**src/acsr_regs.vh**
```
// Register offsets, field positions and reset values of the control and status slice.
`ifndef ACSR_REGS_VH
`define ACSR_REGS_VH
`define ACSR_ADDR_CAL_BAND      8'h04
`define ACSR_ADDR_FLAG_EN       8'h05
`define ACSR_ADDR_RST_STAT      8'h09
`define ACSR_RST_CAL_BAND       8'h00
`define ACSR_RST_FLAG_EN        8'h01
`define ACSR_RST_RST_STAT       8'h00
`define ACSR_BIT_TX_CAL         0
`define ACSR_BIT_RX_CAL         1
`define ACSR_BIT_TX_GAIN_CAL    2
`define ACSR_BIT_FILTER_BAND    3
`define ACSR_BIT_RX_READY       7
`define ACSR_BIT_THERM_EN       5
`define ACSR_BIT_CURR_EN        6
`define ACSR_SOFT_LSB           2
`define ACSR_SOFT_MSB           4
`define ACSR_SOFT_CODE          3'h5
`define ACSR_BIT_THERM_FLAG     5
`define ACSR_BIT_CURR_FLAG      6
`define ACSR_CMD_WRITE          1'b0
`endif

```
**src/acsr_serial_frame.v**
```verilog
// Four-wire serial frame engine: 16-bit frame, command byte then data byte.
`include "acsr_regs.vh"
`timescale 1ns/1ps
module acsr_serial_frame
(
   clock,
   rst,
   cs_n,
   sdi,
   rd_data,
   sdo,
   wr_stb,
   addr,
   wr_data
);
   input             clock;
   input             rst;
   input             cs_n;
   input             sdi;
   input       [7:0] rd_data;
   output reg        sdo;
   output reg        wr_stb;
   output reg  [7:0] addr;
   output reg  [7:0] wr_data;

   reg  [3:0] cnt_q;
   reg  [7:0] sh_q;
   reg  [7:0] out_q;
   reg        wr_q;

   // Command byte: bit 7 is read (1) or write (0), bits 6..0 the address.
   always @(posedge clock)
   begin
      wr_stb <= 1'b0;
      if (rst || cs_n)
      begin
         cnt_q   <= 4'h0;
         sh_q    <= 8'h00;
         out_q   <= 8'h00;
         wr_q    <= 1'b0;
         sdo     <= 1'b0;
         if (rst)
         begin
            addr    <= 8'h00;
            wr_data <= 8'h00;
         end
      end
      else
      begin
         cnt_q <= cnt_q + 4'h1;
         sh_q  <= {sh_q[6:0], sdi};
         if (cnt_q == 4'h7)
         begin
            addr  <= {1'b0, sh_q[5:0], sdi};
            wr_q  <= (sh_q[6] == `ACSR_CMD_WRITE);
         end
         if (cnt_q == 4'h8)
         begin
            out_q <= {rd_data[6:0], 1'b0};
            sdo   <= rd_data[7];
         end
         else
         begin
            out_q <= {out_q[6:0], 1'b0};
            sdo   <= out_q[7];
         end
         if (cnt_q == 4'hf && wr_q)
         begin
            wr_data <= {sh_q[6:0], sdi};
            wr_stb  <= 1'b1;
         end
      end
   end
endmodule // acsr_serial_frame

```
**src/acsr_top.v**
```verilog
// Control and status registers of the line front end behind the serial port.
`include "acsr_regs.vh"
`timescale 1ns/1ps
module acsr_top
(
   clock,
   rst,
   cs_n,
   sdi,
   sdo,
   reg_select,
   rx_ready,
   therm_overload,
   curr_overload,
   tx_calibration,
   rx_calibration,
   transmit_gain_amp_calibration,
   filter_band_select,
   therm_flag_enable,
   curr_flag_enable,
   therm_flag,
   curr_flag,
   soft_reset_pulse
);
   input      clock;
   input      rst;
   input      cs_n;
   input      sdi;
   output     sdo;
   input      reg_select;
   input      rx_ready;
   input      therm_overload;
   input      curr_overload;
   output     tx_calibration;
   output     rx_calibration;
   output     transmit_gain_amp_calibration;
   output     filter_band_select;
   output     therm_flag_enable;
   output     curr_flag_enable;
   output     therm_flag;
   output     curr_flag;
   output reg soft_reset_pulse;

   localparam [7:0] CAL_BAND_RST = `ACSR_RST_CAL_BAND;
   localparam [7:0] FLAG_EN_RST  = `ACSR_RST_FLAG_EN;
   localparam [7:0] RST_STAT_RST = `ACSR_RST_RST_STAT;

   wire       wr_stb;
   wire [7:0] addr;
   wire [7:0] wr_data;
   reg  [7:0] rd_data;
   reg  [3:0] cal_band_q;
   reg  [3:0] cal_band_d;
   reg  [1:0] flag_en_q;
   reg  [1:0] flag_en_d;
   reg        therm_q;
   reg        therm_d;
   reg        curr_q;
   reg        curr_d;
   reg        soft_reset_d;
   wire       sel_n;
   wire       soft_hit;
   wire       wr_cal_band;
   wire       wr_flag_en;
   wire       wr_rst_stat;
   wire       therm_clr;
   wire       curr_clr;
   wire [7:0] cal_band_image;
   wire [7:0] flag_en_image;
   wire [7:0] rst_stat_image;

   // One decode serves every register, so no address can be half wired.
   function reg_wr_hit;
      input       stb;
      input [7:0] a;
      input [7:0] target;
      begin
         reg_wr_hit = stb && (a == target);
      end
   endfunction

   // The event is tested first, so a set in the same cycle as a clear wins.
   function flag_next;
      input cur;
      input event_seen;
      input enable;
      input clear;
      begin
         if (event_seen && enable)
            flag_next = 1'b1;
         else if (clear)
            flag_next = 1'b0;
         else
            flag_next = cur;
      end
   endfunction

   // Register select high addresses the converter data path, not these registers.
   assign sel_n = cs_n | reg_select;

   acsr_serial_frame u_frame
   (
      .clock   (clock),
      .rst     (rst),
      .cs_n    (sel_n),
      .sdi     (sdi),
      .rd_data (rd_data),
      .sdo     (sdo),
      .wr_stb  (wr_stb),
      .addr    (addr),
      .wr_data (wr_data)
   );

   assign wr_cal_band = reg_wr_hit(wr_stb, addr, `ACSR_ADDR_CAL_BAND);
   assign wr_flag_en  = reg_wr_hit(wr_stb, addr, `ACSR_ADDR_FLAG_EN);
   assign wr_rst_stat = reg_wr_hit(wr_stb, addr, `ACSR_ADDR_RST_STAT);
   assign soft_hit    = wr_rst_stat &&
      (wr_data[`ACSR_SOFT_MSB:`ACSR_SOFT_LSB] == `ACSR_SOFT_CODE);
   assign therm_clr   = wr_rst_stat && !wr_data[`ACSR_BIT_THERM_FLAG];
   assign curr_clr    = wr_rst_stat && !wr_data[`ACSR_BIT_CURR_FLAG];

   // The first control register is not in the covered set and survives a soft reset.
   always @*
   begin
      cal_band_d = cal_band_q;
      if (wr_cal_band)
         cal_band_d = wr_data[`ACSR_BIT_FILTER_BAND:`ACSR_BIT_TX_CAL];
   end

   always @*
   begin
      flag_en_d = flag_en_q;
      if (soft_hit)
         flag_en_d = FLAG_EN_RST[`ACSR_BIT_CURR_EN:`ACSR_BIT_THERM_EN];
      else if (wr_flag_en)
         flag_en_d = wr_data[`ACSR_BIT_CURR_EN:`ACSR_BIT_THERM_EN];
   end

   always @*
   begin
      therm_d      = flag_next(therm_q, therm_overload, flag_en_q[0], therm_clr);
      curr_d       = flag_next(curr_q, curr_overload, flag_en_q[1], curr_clr);
      soft_reset_d = soft_hit;
   end

   always @(posedge clock)
   begin
      if (rst)
         cal_band_q <= CAL_BAND_RST[`ACSR_BIT_FILTER_BAND:`ACSR_BIT_TX_CAL];
      else
         cal_band_q <= cal_band_d;
   end

   always @(posedge clock)
   begin
      if (rst)
         flag_en_q <= FLAG_EN_RST[`ACSR_BIT_CURR_EN:`ACSR_BIT_THERM_EN];
      else
         flag_en_q <= flag_en_d;
   end

   always @(posedge clock)
   begin
      if (rst)
         therm_q <= RST_STAT_RST[`ACSR_BIT_THERM_FLAG];
      else
         therm_q <= therm_d;
   end

   always @(posedge clock)
   begin
      if (rst)
         curr_q <= RST_STAT_RST[`ACSR_BIT_CURR_FLAG];
      else
         curr_q <= curr_d;
   end

   always @(posedge clock)
   begin
      if (rst)
         soft_reset_pulse <= 1'b0;
      else
         soft_reset_pulse <= soft_reset_d;
   end

   // Reserved and write-only bits are tied here, so they always read their default.
   assign cal_band_image = {rx_ready, CAL_BAND_RST[6:4], cal_band_q};
   assign flag_en_image  = {FLAG_EN_RST[7], flag_en_q, FLAG_EN_RST[4:0]};
   assign rst_stat_image = {RST_STAT_RST[7], curr_q, therm_q, RST_STAT_RST[4:0]};

   always @*
   begin
      case (addr)
         `ACSR_ADDR_CAL_BAND: rd_data = cal_band_image;
         `ACSR_ADDR_FLAG_EN:  rd_data = flag_en_image;
         `ACSR_ADDR_RST_STAT: rd_data = rst_stat_image;
         default:             rd_data = 8'h00;
      endcase
   end

   assign tx_calibration                = cal_band_q[`ACSR_BIT_TX_CAL];
   assign rx_calibration                = cal_band_q[`ACSR_BIT_RX_CAL];
   assign transmit_gain_amp_calibration = cal_band_q[`ACSR_BIT_TX_GAIN_CAL];
   assign filter_band_select            = cal_band_q[`ACSR_BIT_FILTER_BAND];
   assign therm_flag_enable             = flag_en_q[0];
   assign curr_flag_enable              = flag_en_q[1];
   assign therm_flag                    = therm_q;
   assign curr_flag                     = curr_q;
endmodule // acsr_top

```
**config.mk**
```make
export PLATFORM = sky130hd
export DESIGN_NAME = acsr_top
export DESIGN_NICKNAME = d
export VERILOG_FILES = /design/src/acsr_serial_frame.v /design/src/acsr_top.v
export VERILOG_INCLUDE_DIRS = /design/src
export SDC_FILE = /design/constraint.sdc
export NUM_CORES = 1
export LEC_CHECK = 0
export BUFFER_PORTS_ARGS = -buffer_cell sky130_fd_sc_hd__buf_4
export CAP_MARGIN = 20
export CELL_PAD_IN_SITES_DETAIL_PLACEMENT = 1
export CELL_PAD_IN_SITES_GLOBAL_PLACEMENT = 1
export CORE_ASPECT_RATIO = 1.25
export CORE_MARGIN = 1
export CORE_UTILIZATION = 48
export DETAILED_ROUTE_END_ITERATION = 12
export PLACE_DENSITY = 0.82
export SYNTH_ARGS = -nofsm -noshare
export SYNTH_HDL_FRONTEND = slang
export SYNTH_SLANG_ARGS = --single-unit
```
**constraint.sdc**
```tcl
create_clock -name clock -period 2.4 [get_ports clock]
set_clock_uncertainty 0.05 [all_clocks]
set_input_delay 0.12 -clock clock [delete_from_list [all_inputs] [get_ports clock]]
set_output_delay 0.12 -clock clock [all_outputs]
set_load 0.1 [all_outputs]
```
# ---- Word-level counts from Yosys, hierarchy flattened
# Cells that the tools add are included.
dict set report word_totals {
  output_inout_bits 10
  latchBits 0
  mem_bits_ro 0
  memories 0
  ram_bits 0
  register_bits 46
}
dict set report classes {
  reduce_logical 19
  n_eq_ne 8
  div 0
  bitwise_logic 2
  shifts 0
  mux 13
  multipliers 0
  n_lt_le_gt_ge 0
  add_sub_neg 1
}
# op count
set op_table {}
lappend op_table {{$mux W8} 4}
lappend op_table {{$pmux W8 S3} 1}
lappend op_table {{$eq A8 B3 Y1 const B} 2}
lappend op_table {{$mux W7} 2}
lappend op_table {{$logic_and A1 B1 Y1} 9}
lappend op_table {{$eq A4 B4 Y1 const B} 2}
lappend op_table {{$eq A8 B4 Y1 const B} 1}
lappend op_table {{$reduce_bool A2 Y1} 4}
lappend op_table {{$mux W1} 6}
lappend op_table {{$add A4 B1 Y4 const B} 1}
lappend op_table {{$eq A4 B3 Y1 const B} 1}
lappend op_table {{$reduce_and A2 Y1} 2}
lappend op_table {{$eq A3 B3 Y1 const B} 1}
lappend op_table {{$logic_not A1 Y1} 2}
lappend op_table {{$ne A2 B2 Y1 const B} 1}
lappend op_table {{$reduce_or A2 Y1} 1}
lappend op_table {{$logic_or A1 B1 Y1} 1}
lappend op_table {{$not A1 Y1} 1}
lappend op_table {{$or A1 B1 Y1} 1}

# ---- Logic depth before layout (Yosys ltp)
dict set report depth {
  word_depth 5
  ltp_mapped 6
  depth_no_buf 6
}

# ---- By module
# Synthesis repeated with hierarchy kept, for this count alone.
dict set report hier_totals {
  cells_unflattened 157
  area_unflattened_um2 1851.8
}
# mod n_inst cells_each area_per_inst_um2
set by_module_without_submodules {}
lappend by_module_without_submodules {acsr_serial_frame 1 97 1343.8}
lappend by_module_without_submodules {acsr_top 1 60 508.0}

# ---- Least setup slack after synthesis
# OpenSTA, ideal clock, no wires.
dict set report synth_timing {
  path_type {reg-to-reg}
  from {register u_frame.addr[5]}
  to {register cal_band_q[0]}
  path_slack_ns 0.944
  stages_incl_launch_ff 5
  n_path_buf 0
  t_arrival_ns 1.280
  synth_period_minus_slack_ns 1.456
  cell_sequence {edfxtp_1 -> nor4_4 -> nand4b_1 -> mux2i_1 -> nor2_1}
}
dict set report synth_between {
  elab_chain_len 2
}
# item line_no
set synth_rtl {}
lappend synth_rtl {{start: declaration} acsr_serial_frame.v:23} ;# output reg [7:0] addr;
lappend synth_rtl {{start signal: assignment} acsr_serial_frame.v:54} ;# addr <= {1'b0, sh_q[5:0], sdi};
lappend synth_rtl {{$eq A8 B3 Y1} acsr_top.v:78} ;# reg_wr_hit = stb && (a == target);
lappend synth_rtl {{$logic_and A1 B1 Y1} acsr_top.v:78}
lappend synth_rtl {{end signal: assignment} acsr_top.v:149} ;# cal_band_q <= CAL_BAND_RST[`ACSR_BIT_FILTER_BAND:`ACSR_BIT_TX_CAL];
lappend synth_rtl {{end signal: assignment} acsr_top.v:151} ;# cal_band_q <= cal_band_d;
lappend synth_rtl {{end: declaration} acsr_top.v:52} ;# reg [3:0] cal_band_q;
# Every way passes these cells.
# A chain may end at the register's enable or synchronous reset.

# ---- Worst setup path in the final report
dict set report layout_timing {
  from {register u_frame.addr[5]}
  to {register therm_q, in the netlist therm_flag}
}
dict set report layout_between {
  elab_chain_len 4
}
# item line_no
set layout_rtl {}
lappend layout_rtl {{$eq A8 B4 Y1} acsr_top.v:78}
lappend layout_rtl {{$logic_and A1 B1 Y1} acsr_top.v:78}
lappend layout_rtl {{$logic_and A1 B1 Y1} acsr_top.v:119} ;# assign therm_clr = wr_rst_stat && !wr_data[`ACSR_BIT_THERM_FLAG];
lappend layout_rtl {{$reduce_bool A2 Y1 (no source line)} -}
lappend layout_rtl {{end signal: assignment} acsr_top.v:165} ;# therm_q <= RST_STAT_RST[`ACSR_BIT_THERM_FLAG];
lappend layout_rtl {{end signal: assignment} acsr_top.v:167} ;# therm_q <= therm_d;
lappend layout_rtl {{end: declaration} acsr_top.v:56} ;# reg therm_q;
# Every way passes these cells.

==> summary.md <==
| Metric | Value |
|---|---|
| Status | `finished clean` |
| Share of cells above drive strength 1 | `19.61%` |
| Clock buffer count from CTS | `5` |
| Main synth FF type | `dfxtp_1` |
| Critical-path cell list | `nor4_4 > nand4_1 > o21ai_0 > a21oi_1 > dlygate4sd3_1` |
| Comb pwr share | `3.5%` |
| Static Leakage | `0.7196 nW` |
| Die W | `53.00 um` |
| Grt ovf | `0` |
| RSZ-0062 raised after global routing | `no` |
| Initial drt markers | `17` |
| Reg power frac | `66.7%` |
| Area contributors post-synth | `dfxtp_1 38%, edfxtp_1 27%, and2_1 3.6%, nor2_1 3.1%, a32o_1 2.6%` |
| Period utilization | `85.62%` |
| IO Port Bufs | `17` |
| Yosys warning total | `0` |
| Max Cap Violations | `0` |
| Hold Path Class | `primary input to flop` |
| Worst Setup End Kind | `flop` |
| Vias in the first global route | `1082` |
| CP peak stage delay | `0.55 ns` |
| Cells after DPL | `174` |
| Critical path startpoint category | `flop` |
| Arr. time, crit path | `2.26 ns` |
| Drt first pass iters | `4` |
| Net switching power figure | `0.2651 mW` |
| Util after Layout | `60.74%` |
| Top-count cell post-synth | `dfxtp_1` |
| Fillcell total | `317` |
| Ys async rst share | `0%` |
| Worst slew pin tran | `0.6309 ns` |
| Synth area leader | `dfxtp_1` |
| Critical Path RT | `2.60 ns` |
| Initial antenna violation count | `0` |
| FMAX | `486.7 MHz` |
| Final setup TNS | `0 ns` |
| Clk root buf | `clkbuf_4` |
| Sw Ratio | `22.59%` |
| Drt drc | `0` |
| Wirelength per Cell | `16.20 um` |
| Area grow syn2layout | `17.88%` |
| Clk buf depth | `2` |
| Post-CTS resize count | `0` |
| # setup viols final | `0` |
| Synth cell types | `36` |
| Worst-path fanout max | `5` |
| Num rows | `22` |
| Syn Area/Cell | `12.58 um^2` |
| Vias per cell | `5.228` |
| Critical path class | `flop to flop` |
| Hold Vio Cnt, Final | `0` |
| Final nets | `162` |
| GRT Util Overall | `20.68%` |
| Flops & latches, synth | `44` |
| Clock Latency Late Sink | `0.36 ns` |
| Internal | `0.9087 mW` |
| Hold Worst Slack | `0.1003 ns` |
| First-pass GRT wire length | `4899 um` |
| Final GP Congestion | `0.7527` |
| Initial core utilization | `51.53%` |
| Commonest cells in the synthesized netlist | `30 x dfxtp_1, 14 x edfxtp_1, 13 x nor2_1, 9 x and2_1, 6 x nand2_1` |
| CTS sink count | `44` |
| Largest net degree at the start of global routing | `16` |
| Final wirelength | `3062 um` |
| Slowest cell on crit path | `dlygate4sd3_1` |
| Post-detail-place hpwl | `2277 um` |
| Clock power share | `29.8%` |
| Post-synthesis cell area | `0.001560 mm^2` |
| CTS tree | `yes` |
| Setup crit start | `u_frame.addr[5]` |
| Register clock-pin slew on the reported worst setup and hold paths | `0.13 ns` |
| Die Span Y | `65.75 um` |
| Peak supply drop | `0.4706 mV` |
| Slew Viols, Final | `0` |
| Core Box Area | `0.003028 mm^2` |
| Max_slew headroom | `57.62%` |
| R2R Path Start | `u_frame.addr[5]` |
| Area share of the largest cell type after synthesis | `38.49%` |
| Post-synth EDFFs | `14` |
| Ports | `18` |
| Hold path startpoint | `cs_n` |
| Fin cells | `189` |
| DRT antenna net count | `0` |
| Total die area | `0.003484 mm^2` |
| Pwr Density | `638.2 mW/mm^2` |
| Final antenna diode count | `0` |
| Total number of vias | `988` |
| Syn nets | `134` |
| H-tree depth | `2` |
| Post-Synthesis Cells | `124` |
| Tmin final | `2.055 ns` |
| Register area share after synthesis | `65.44%` |
-- cell usage in the layout, fill, tap and decap left out, types with 2 or more instances in the layout --
cell           count
edfxtp_1          14
nand2b_1           2
nand2_1            6
o21ai_0            4
dfxtp_1           30
inv_1              2
a22oi_1            2
nor2_1            13
dlygate4sd3_1      7
o2bb2ai_1          2
nand4b_1           3
nor3_1             3
nor2b_1            2
clkbuf_4           5
buf_4             17
and2_1             9
mux2i_1            4
ha_1               2
a21oi_1            2
a32o_1             4
-- state kept, by name, indices dropped and copies added (netlist names) --
name / cells
u_frame.wr_stb: 1
u_frame.wr_data: 7
u_frame.wr_q: 1
flag_en_q: 2
u_frame.sh_q: 7
u_frame.addr: 7
soft_reset_pulse: 1
curr_flag: 1
u_frame.out_q: 7
u_frame.sdo: 1
therm_flag: 1
cal_band_q: 4
u_frame.cnt_q: 4
-- power groups by stage --
stage | Sequential (mW) | Combinational (mW) | Clock, mW
floorplan | 0.797 | 0.0203 | 0
global placement | 0.799 | 0.0328 | 0
detailed placement | 0.800 | 0.0347 | 0
CTS | 0.783 | 0.0412 | 0.353
global route | 0.785 | 0.0449 | 0.384
finish | 0.783 | 0.0405 | 0.350
-- what timing repair did --
action,4_1_cts,5_1_grt
hold endpoints to repair,9,0
endpoints found under the setup margin,0,0
hold buffers,7,0
buffers inserted,0,0
-- worst max-delay path: cells and delay by family (launching register included) --
kind | cells | cell delay, ns
compound gates | 2 | 0.29
buf+inv | 1 | 0.55
flops | 1 | 0.44
simple gates | 2 | 0.62
-- layer usage --
metal	global-route usage, %	routed length, um	share of wire (%)	vias to the layer above
met1	21.15	1292	42	467
met3	4.861	86	2.8	7
met5	0	0	0	-
met2	37.18	1599	52	19
met4	11.51	84	2.7	0
li1	-	-	-	495
-- cells by family (layout without fill, tap and decap cells) --
logic type | Yosys count | count (layout) | share of synthesized area (%)
AOI/OAI and AO/OA | 17 | 17 | 8.020
muxes | 4 | 4 | 2.566
DFF | 44 | 44 | 65.44
buffers and inverters | 5 | 34 | 1.684
xor gates and xnor gates | 2 | 2 | 1.123
and+or+nand+nor | 50 | 50 | 19.57
adders and majority gates | 2 | 2 | 1.604
-- layout make-up --
cell class                      instances  area [um^2]  share of cell area [%]
Sequential cell                        44         1021                   55.51
Multi-Input combinational cell         75        513.0                   27.89
Timing Repair Buffer                   24        197.7                   10.75
Tap cell                               36        45.04                   2.449
Clock buffer                            5        37.54                   2.041
Clock inverter                          3        17.52                  0.9524
Inverter                                2        7.507                  0.4082
-- final timing paths --
check | slack [ns] | cells after the start | end
hold reg to reg | 0.40 | 1 | u_frame.out_q[7]
setup reg to reg | 0.35 | 5 | therm_flag
setup / recovery | 0.35 | 5 | therm_flag
hold / removal | 0.10 | 3 | u_frame.cnt_q[1]
-- per-stage QoR --
step                worst slack, ns  total power, mW  area [um^2]
floorplan                    0.9435           0.8175         1560
global placement             0.8148           0.8319         1714
detailed placement           0.7335           0.8347         1714
CTS                          0.3382            1.177         1839
global route                 0.2344            1.214         1839
finish                       0.3452            1.174         1839
No activity file was read; power rests on OpenSTA's default activity.
